$ cat config.mk
export PLATFORM = sky130hd
export DESIGN_NAME = cis_selector
export DESIGN_NICKNAME = d
export VERILOG_FILES = /design/src/rtl/cis_selector.v
export VERILOG_INCLUDE_DIRS = /design/src /design/src/rtl
export SDC_FILE = /design/constraint.sdc
export NUM_CORES = 1
export LEC_CHECK = 0
export ABC_AREA = 1
export CELL_PAD_IN_SITES_DETAIL_PLACEMENT = 0
export CELL_PAD_IN_SITES_GLOBAL_PLACEMENT = 1
export CORE_ASPECT_RATIO = 0.9
export CORE_MARGIN = 1.5
export CORE_UTILIZATION = 35
export CTS_BUF_LIST = sky130_fd_sc_hd__clkbuf_8
export CTS_CLUSTER_DIAMETER = 150
export DETAILED_ROUTE_END_ITERATION = 10
export DONT_BUFFER_PORTS = 1
export PLACE_DENSITY_LB_ADDON = 0.05
export SETUP_SLACK_MARGIN = 0.02
export SLEW_MARGIN = 20
export SYNTH_ARGS = -nofsm -noshare
export SYNTH_HDL_FRONTEND = slang
export SYNTH_SLANG_ARGS = --single-unit
$ cat constraint.sdc
create_clock -name clk_i -period 6.3 [get_ports clk_i]
set_clock_uncertainty 0.05 [all_clocks]
set_input_delay 0.945 -clock clk_i [delete_from_list [all_inputs] [get_ports clk_i]]
set_output_delay 0.945 -clock clk_i [all_outputs]
set_load 0.01 [all_outputs]
$ cat src/rtl/cis_regs.vh
// How it works
// - inputs 0-3 fixed: 0 reset, 1 non-maskable, 2 and 3 never driven
// - inputs 4-15 follow the source named by their selector field, rewritable anytime
// - low register fields for inputs 4-9, reset codes 4 to 9
// - high register fields for inputs 10-15, reset codes 3,10,11,0,1,2
// - codes 4-7 pick pin events 4-7, code 16 picks pin 0 event
// - code 8 picks the combined dma completion interrupt
// - codes 9, 10, 11 pick emulation transfer, receive and transmit events
// - code 3 wide memory refresh, codes 12-15 serial ports 0 and 1
// - codes 17,18 serial port 2, code 19 timer 2, code 20 narrow refresh
// - code 23 picks the cell interface interrupt on variants having it
// - codes 30 and 31 pick viterbi and turbo coprocessor interrupts
// - pins 4-7 also external interrupt sources, output drive off after reset
// - interrupt inputs prioritised by number, 0 highest, 15 lowest
`ifndef CIS_REGS_VH
`define CIS_REGS_VH

// byte offsets on the register bus
`define CIS_OFS_SEL_HIGH   4'h0
`define CIS_OFS_SEL_LOW    4'h4
`define CIS_OFS_STATUS     4'h8
`define CIS_OFS_PIN_CTRL   4'hc

`define CIS_SEL_LOW_RST    32'h250718a4
`define CIS_SEL_HIGH_RST   32'h08202d43
`define CIS_SEL_WMASK      32'h7fff7fff
`define CIS_FIELD_W        5
`define CIS_FIELDS_PER_REG 4'h6
`define CIS_FIRST_PROG     4'h4
`define CIS_PIN_CTRL_RST   8'h00

// source codes
`define CIS_C_HOST         5'h00
`define CIS_C_TIMER0       5'h01
`define CIS_C_TIMER1       5'h02
`define CIS_C_WIDE_REF     5'h03
`define CIS_C_PIN4         5'h04
`define CIS_C_PIN5         5'h05
`define CIS_C_PIN6         5'h06
`define CIS_C_PIN7         5'h07
`define CIS_C_DMA          5'h08
`define CIS_C_EMU_XFER     5'h09
`define CIS_C_EMU_RX       5'h0a
`define CIS_C_EMU_TX       5'h0b
`define CIS_C_S0_TX        5'h0c
`define CIS_C_S0_RX        5'h0d
`define CIS_C_S1_TX        5'h0e
`define CIS_C_S1_RX        5'h0f
`define CIS_C_PIN0         5'h10
`define CIS_C_S2_TX        5'h11
`define CIS_C_S2_RX        5'h12
`define CIS_C_TIMER2       5'h13
`define CIS_C_NARROW_REF   5'h14
`define CIS_C_CELL         5'h17
`define CIS_C_VITERBI      5'h1e
`define CIS_C_TURBO        5'h1f

`endif

$ cat src/rtl/cis_selector.v
// Chosen here: the placing of the registers and register access over Avalon-MM.
`include "cis_regs.vh"
`timescale 1ns/100ps
`default_nettype none

module cis_selector
#(
    parameter HAS_CELL_IF = 1,
    parameter HAS_COPROC  = 1
)
(
    input  wire        clk_i,
    input  wire        sys_rst_i,
    // avalon-mm slave
    input  wire [3:0]  avs_address_i,
    input  wire        avs_read_i,
    input  wire        avs_write_i,
    input  wire [31:0] avs_writedata_i,
    input  wire [3:0]  avs_byteenable_i,
    output wire [31:0] avs_readdata_o,
    output wire        avs_waitrequest_o,
    // fixed core inputs
    input  wire        reset_event_i,
    input  wire        nmi_event_i,
    // peripheral event lines
    input  wire        host_irq_i,
    input  wire        timer_zero_irq_i,
    input  wire        timer_one_irq_i,
    input  wire        timer_two_irq_i,
    input  wire        wide_mem_refresh_irq_i,
    input  wire        narrow_mem_refresh_irq_i,
    input  wire        pin0_event_i,
    input  wire [3:0]  pin_in_i,
    input  wire        dma_completion_irq_i,
    input  wire        emulation_transfer_event_i,
    input  wire        emulation_rx_event_i,
    input  wire        emulation_tx_event_i,
    input  wire        serial0_tx_irq_i,
    input  wire        serial0_rx_irq_i,
    input  wire        serial1_tx_irq_i,
    input  wire        serial1_rx_irq_i,
    input  wire        serial2_tx_irq_i,
    input  wire        serial2_rx_irq_i,
    input  wire        cell_interface_irq_i,
    input  wire        viterbi_coproc_irq_i,
    input  wire        turbo_coproc_irq_i,
    // pins 4-7 drive side
    output wire [3:0]  pin_out_o,
    output wire [3:0]  pin_oe_o,
    // core side
    output wire [15:0] cpu_int_o,
    output wire [3:0]  top_int_o,
    output wire        top_valid_o
);

    reg  [31:0] sel_low_reg;
    reg  [31:0] sel_high_reg;
    reg  [7:0]  pin_ctrl_reg;
    reg  [15:0] cpu_int_reg;
    reg  [15:0] cpu_int_next;
    reg  [3:0]  top_int_reg;
    reg  [3:0]  top_int_next;
    reg         top_valid_reg;
    reg         top_valid_next;
    reg  [31:0] rdata_reg;
    reg  [31:0] rdata_next;
    reg         wait_reg;
    wire        wait_next;
    wire        req;
    wire        wr_take;
    wire [31:0] bmask;
    wire [31:0] src_vec;
    wire [11:0] prog_int;

    // field lsb inside its register; bit 15 is skipped
    function [4:0] field_lsb;
        input [3:0] k;
        begin
            if (k < 4'h3)
                field_lsb = k * 5'd5;
            else
                field_lsb = k * 5'd5 + 5'd1;
        end
    endfunction

    function pick_source;
        input [31:0] v;
        input [4:0]  code;
        begin
            pick_source = v[code];
        end
    endfunction

    function [31:0] merge;
        input [31:0] old;
        input [31:0] wd;
        input [31:0] m;
        begin
            merge = (old & ~m) | (wd & m);
        end
    endfunction

    // reserved codes stay zero in the source vector, so they select nothing
    assign src_vec = {
        turbo_coproc_irq_i & (HAS_COPROC != 0),
        viterbi_coproc_irq_i & (HAS_COPROC != 0),
        6'h00,
        cell_interface_irq_i & (HAS_CELL_IF != 0),
        2'h0,
        narrow_mem_refresh_irq_i,
        timer_two_irq_i,
        serial2_rx_irq_i,
        serial2_tx_irq_i,
        pin0_event_i,
        serial1_rx_irq_i,
        serial1_tx_irq_i,
        serial0_rx_irq_i,
        serial0_tx_irq_i,
        emulation_tx_event_i,
        emulation_rx_event_i,
        emulation_transfer_event_i,
        dma_completion_irq_i,
        pin_in_i,
        wide_mem_refresh_irq_i,
        timer_one_irq_i,
        timer_zero_irq_i,
        host_irq_i
    };

    genvar gi;
    generate
        for (gi = 0; gi < 2 * `CIS_FIELDS_PER_REG; gi = gi + 1)
        begin : g_route
            localparam integer FK = gi % `CIS_FIELDS_PER_REG;
            wire [31:0] reg_word;
            wire [4:0]  lsb;
            wire [4:0]  code;
            assign reg_word = (gi < `CIS_FIELDS_PER_REG) ? sel_low_reg : sel_high_reg;
            assign lsb      = field_lsb(FK[3:0]);
            assign code     = reg_word[lsb +: `CIS_FIELD_W];
            assign prog_int[gi] = pick_source(src_vec, code);
        end
    endgenerate

    always @*
    begin
        cpu_int_next = {prog_int, 2'b00, nmi_event_i, reset_event_i};
    end

    // lowest index wins
    always @*
    begin : p_prio
        integer n;
        top_int_next   = 4'h0;
        top_valid_next = 1'b0;
        for (n = 15; n >= 0; n = n - 1)
        begin
            if (cpu_int_next[n])
            begin
                top_int_next   = n[3:0];
                top_valid_next = 1'b1;
            end
        end
    end

    // one wait cycle: request seen, then waitrequest low for a single cycle
    assign req       = avs_read_i | avs_write_i;
    assign wait_next = ~(req & wait_reg);
    assign wr_take   = avs_write_i & ~wait_reg;
    assign bmask     = {{8{avs_byteenable_i[3]}}, {8{avs_byteenable_i[2]}},
                        {8{avs_byteenable_i[1]}}, {8{avs_byteenable_i[0]}}};

    always @*
    begin
        case (avs_address_i)
            `CIS_OFS_SEL_HIGH: rdata_next = sel_high_reg;
            `CIS_OFS_SEL_LOW:  rdata_next = sel_low_reg;
            `CIS_OFS_STATUS:   rdata_next = {top_valid_reg, 11'h000, top_int_reg, cpu_int_reg};
            `CIS_OFS_PIN_CTRL: rdata_next = {24'h000000, pin_ctrl_reg};
            default:           rdata_next = 32'h00000000;
        endcase
    end

    always @(posedge clk_i or posedge sys_rst_i)
    begin
        if (sys_rst_i)
        begin
            wait_reg      <= 1'b1;
            rdata_reg     <= 32'h00000000;
            sel_low_reg   <= `CIS_SEL_LOW_RST;
            sel_high_reg  <= `CIS_SEL_HIGH_RST;
            pin_ctrl_reg  <= `CIS_PIN_CTRL_RST;
            cpu_int_reg   <= 16'h0000;
            top_int_reg   <= 4'h0;
            top_valid_reg <= 1'b0;
        end
        else
        begin
            wait_reg      <= wait_next;
            cpu_int_reg   <= cpu_int_next;
            top_int_reg   <= top_int_next;
            top_valid_reg <= top_valid_next;
            if (req & wait_reg)
                rdata_reg <= avs_read_i ? rdata_next : 32'h00000000;
            if (wr_take)
            begin
                case (avs_address_i)
                    `CIS_OFS_SEL_HIGH:
                        sel_high_reg <= merge(sel_high_reg, avs_writedata_i,
                                              bmask & `CIS_SEL_WMASK);
                    `CIS_OFS_SEL_LOW:
                        sel_low_reg <= merge(sel_low_reg, avs_writedata_i,
                                             bmask & `CIS_SEL_WMASK);
                    `CIS_OFS_PIN_CTRL:
                        if (avs_byteenable_i[0])
                            pin_ctrl_reg <= avs_writedata_i[7:0];
                    default:
                        ;
                endcase
            end
        end
    end

    assign avs_waitrequest_o = wait_reg;
    assign avs_readdata_o    = rdata_reg;
    assign pin_oe_o          = pin_ctrl_reg[3:0];
    assign pin_out_o         = pin_ctrl_reg[7:4];
    assign cpu_int_o         = cpu_int_reg;
    assign top_int_o         = top_int_reg;
    assign top_valid_o       = top_valid_reg;

endmodule

`default_nettype wire

==> metrics.log <==
INFO  metric status = complete, no violations
INFO  metric cell_with_the_most_instances_after_synthesis = sky130_fd_sc_hd__nand2_1
INFO  metric synth-seq-cells = 120
INFO  metric area_delta_synth_final = 6.192%
INFO  metric grt_start_max_net_pins = 64
INFO  metric worstSkewPairLatency = 0.46 ns
INFO  metric synthesis.instances = 1097
INFO  metric finalWeightedCongestion = 0.8965
INFO  metric num_io_pins = 132
INFO  metric final_antenna_net_count = 0
INFO  metric timing.critical_path.required = 6.62 ns
INFO  metric min-delay-path-class = reg2reg
INFO  metric setup_total_negative_slack = 0 ns
INFO  metric peakVddDrop = 0.1504 mV
INFO  metric fillerInstances = 2364
INFO  metric drc = 0
INFO  metric cts.sink_count = 120
INFO  metric postSynth.asyncResetShare = 1.000
INFO  metric grt-ovfl-total = 0
INFO  metric timing.final.crit_period = 2.929 ns
INFO  metric report.final.hold_viol_count = 0
INFO  metric cts_max_path_buffers = 2
INFO  metric synth.cell_area = 7719 um2
INFO  metric drv_slew = 0
INFO  metric m1WireLength = 14470 um
INFO  metric routed_wirelength = 31080 um
INFO  metric chipHeight = 143.9 um
INFO  metric drt-initial-drc-count = 933
INFO  metric coreArea = 21630 um2
INFO  metric max_cap_viol_count = 0
INFO  metric synth-main-ff-cell = sky130_fd_sc_hd__dfrtp_1
INFO  metric first_pass_grt_wire_length = 45660 um
INFO  metric synthTopCellsByArea = sky130_fd_sc_hd__dfrtp_1, sky130_fd_sc_hd__o21ai_0, sky130_fd_sc_hd__nand2_1, sky130_fd_sc_hd__a21oi_1, sky130_fd_sc_hd__dfstp_2
INFO  metric worst-endpoint-arrival = 3.25 ns
INFO  metric finalCritPeriodShare = 0.4649
INFO  metric critPathLaunchType = primary input
INFO  metric finish.net_count = 1124
INFO  metric post-synth-top-area-cell = sky130_fd_sc_hd__dfrtp_1
INFO  metric wl_per_cell = 22.87 um
INFO  metric share_of_cells_above_drive_strength_1 = 0.08247
INFO  metric synth.yosys.warnings = 0
INFO  metric powerDensity = 303.1 nW/um2
INFO  metric dr_total_vias = 7756
INFO  metric cts.hold.buffers_added = 0
INFO  metric tritoncts = yes
INFO  metric setup_viol = 0
INFO  metric synth.yosys.seq_area_share = 0.3924
INFO  metric cts_resized = 0
INFO  metric viasPerCell = 5.707
INFO  metric final_hold_slack = 0.4430 ns
INFO  metric grt_antenna_before_repair = 1
INFO  metric timing.max_slew.rel_slack = 0.4406
INFO  metric crit_path_cell_trace = nor2_1 > inv_1 > nor3_1 > inv_1 > buf_4 > nor2_1 > nand2_1 > o21ai_0
INFO  metric hpwl = 22150 um
INFO  metric most_numerous_cell_types_in_the_synthesized_netlist = sky130_fd_sc_hd__nand2_1, sky130_fd_sc_hd__o21ai_0, sky130_fd_sc_hd__inv_1
INFO  metric clock-root-buffer = sky130_fd_sc_hd__clkbuf_8
INFO  metric synth_cell_type_count = 39
INFO  metric synthesis.area_per_instance = 7.036 um2
INFO  metric fmaxAchievable = 341.5 MHz
INFO  metric number_of_buffers_inserted_during_clock_tree_synthesis = 17
INFO  metric clock_pin_slew_of_the_registers_on_the_worst_case_setup_and_hold_paths = 0.08 ns
INFO  metric placement.io_buffers = 0
INFO  metric all_layer_global_routing_usage = 0.2700
INFO  metric wl_met2 = 13070 um
INFO  metric top_sig_layer = met4
INFO  metric grt_setup_unrepaired = false
INFO  metric cts_setup_buffers = 0
INFO  metric slowest_stage = sky130_fd_sc_hd__nor3_1
INFO  metric worstSetupEndpointType = flop
INFO  metric placementRows = 51
INFO  metric effective_utilization_at_floorplan = 0.3568
INFO  metric total_leakage_power = 0.003504 uW
INFO  metric fp.dieArea = 22950 um2
INFO  metric drt-pass1-iter-count = 6
INFO  metric timing_worst_setup_path_type = in2reg
INFO  metric floorplan.die.width = 159.5 um
INFO  metric max_slew.worst_pin.slew = 0.8391 ns
INFO  metric synth_edf_count = 0
INFO  metric met3_wirelength = 2846 um
INFO  metric crit_path_max_incr_delay = 0.44 ns
INFO  metric via_count_of_the_first_global_routing_pass = 7076
INFO  metric top_cell_type_s_share_of_synthesized_area = 0.3210
INFO  metric critical_path.max_fanout = 29
INFO  metric htree_num_levels = 4
[worst paths after layout]
kind                                   start                  to  slack [ns]  cells past startpoint
setup / recovery            avs_address_i[1]                flop        3.37                      8
setup reg to reg           avs_waitrequest_o                flop        3.74                      5
max in group asynchronous          sys_rst_i  avs_readdata_o[26]        4.48                      2
hold / removal                          flop                flop        0.44                      2
hold reg to reg                         flop                flop        0.44                      2
min in group asynchronous          sys_rst_i     pin_ctrl_reg[2]        0.47                      1
[routing by layer]
layer	GRT usage	vias up
met2	0.3903	368
met5	0	-
met3	0.06465	38
met1	0.3913	3687
met4	0.08987	0
li1	-	3663
[final cells by class]
type                            count  area, um2  area share
Multi-Input combinational cell    769       3841      0.4686
Sequential cell                   120       3029      0.3696
Inverter                          141      531.8     0.06488
Tap cell                          291      364.1     0.04442
Clock buffer                       17      234.0     0.02855
Clock inverter                     15      156.4     0.01908
Timing Repair Buffer                5      37.54    0.004579
Antenna cell                        1      2.502   0.0003053
[metrics by stage]
stage	power [uW]	worst slack, ns	cell area, um2	std cells	util
after global routing	2632	2.990	8194	1358	0.3788
after detailed placement	1751	2.863	7804	1326	0.3608
final	2484	3.371	8197	1359	0.3789
after CTS	2497	3.332	8194	1358	0.3788
after floorplan	1560	2.154	7722	1098	-
after global placement	1756	2.882	7804	1326	0.3608
[worst max-delay path, delay by kind of cell]
kind / cells / cell delay, ns
compound gates: 1 / 0.27
buf+inv: 3 / 0.50
simple gates: 4 / 1.52
[layout by cell type (no fill, tap or decap), types with 6 or more instances in the layout]
cell type	n
sky130_fd_sc_hd__dfrtp_1	99
sky130_fd_sc_hd__nand3_1	100
sky130_fd_sc_hd__nor3_1	8
sky130_fd_sc_hd__inv_1	127
sky130_fd_sc_hd__o211ai_1	7
sky130_fd_sc_hd__nand2_1	212
sky130_fd_sc_hd__o22ai_1	27
sky130_fd_sc_hd__nor2_1	28
sky130_fd_sc_hd__o21ai_1	11
sky130_fd_sc_hd__a21oi_1	111
sky130_fd_sc_hd__inv_2	12
sky130_fd_sc_hd__clkbuf_8	17
sky130_fd_sc_hd__o21ai_0	199
sky130_fd_sc_hd__a221oi_1	9
sky130_fd_sc_hd__dfstp_2	21
sky130_fd_sc_hd__o311ai_0	8
sky130_fd_sc_hd__o31ai_1	6
[where the power goes]
part	switching (uW)	total, uW	internal (uW)
combinational	429	650	221
clock	408	739	330
sequential	204	1100	892
total	1040	2480	1440
[logic make-up (layout without fill, tap and decap cells)]
| logic type | Yosys count | count (layout) | share of synthesized area |
|---|---|---|---|
| simple gates | 363 | 363 | 0.2018 |
| flops | 120 | 120 | 0.3924 |
| buf+inv | 209 | 178 | 0.1109 |
| mux | 1 | 1 | 0.001297 |
| other cells | 1 | 3 | 0.0004858 |
| compound gates | 403 | 403 | 0.2931 |
No activity file was read; power rests on OpenSTA's default activity.
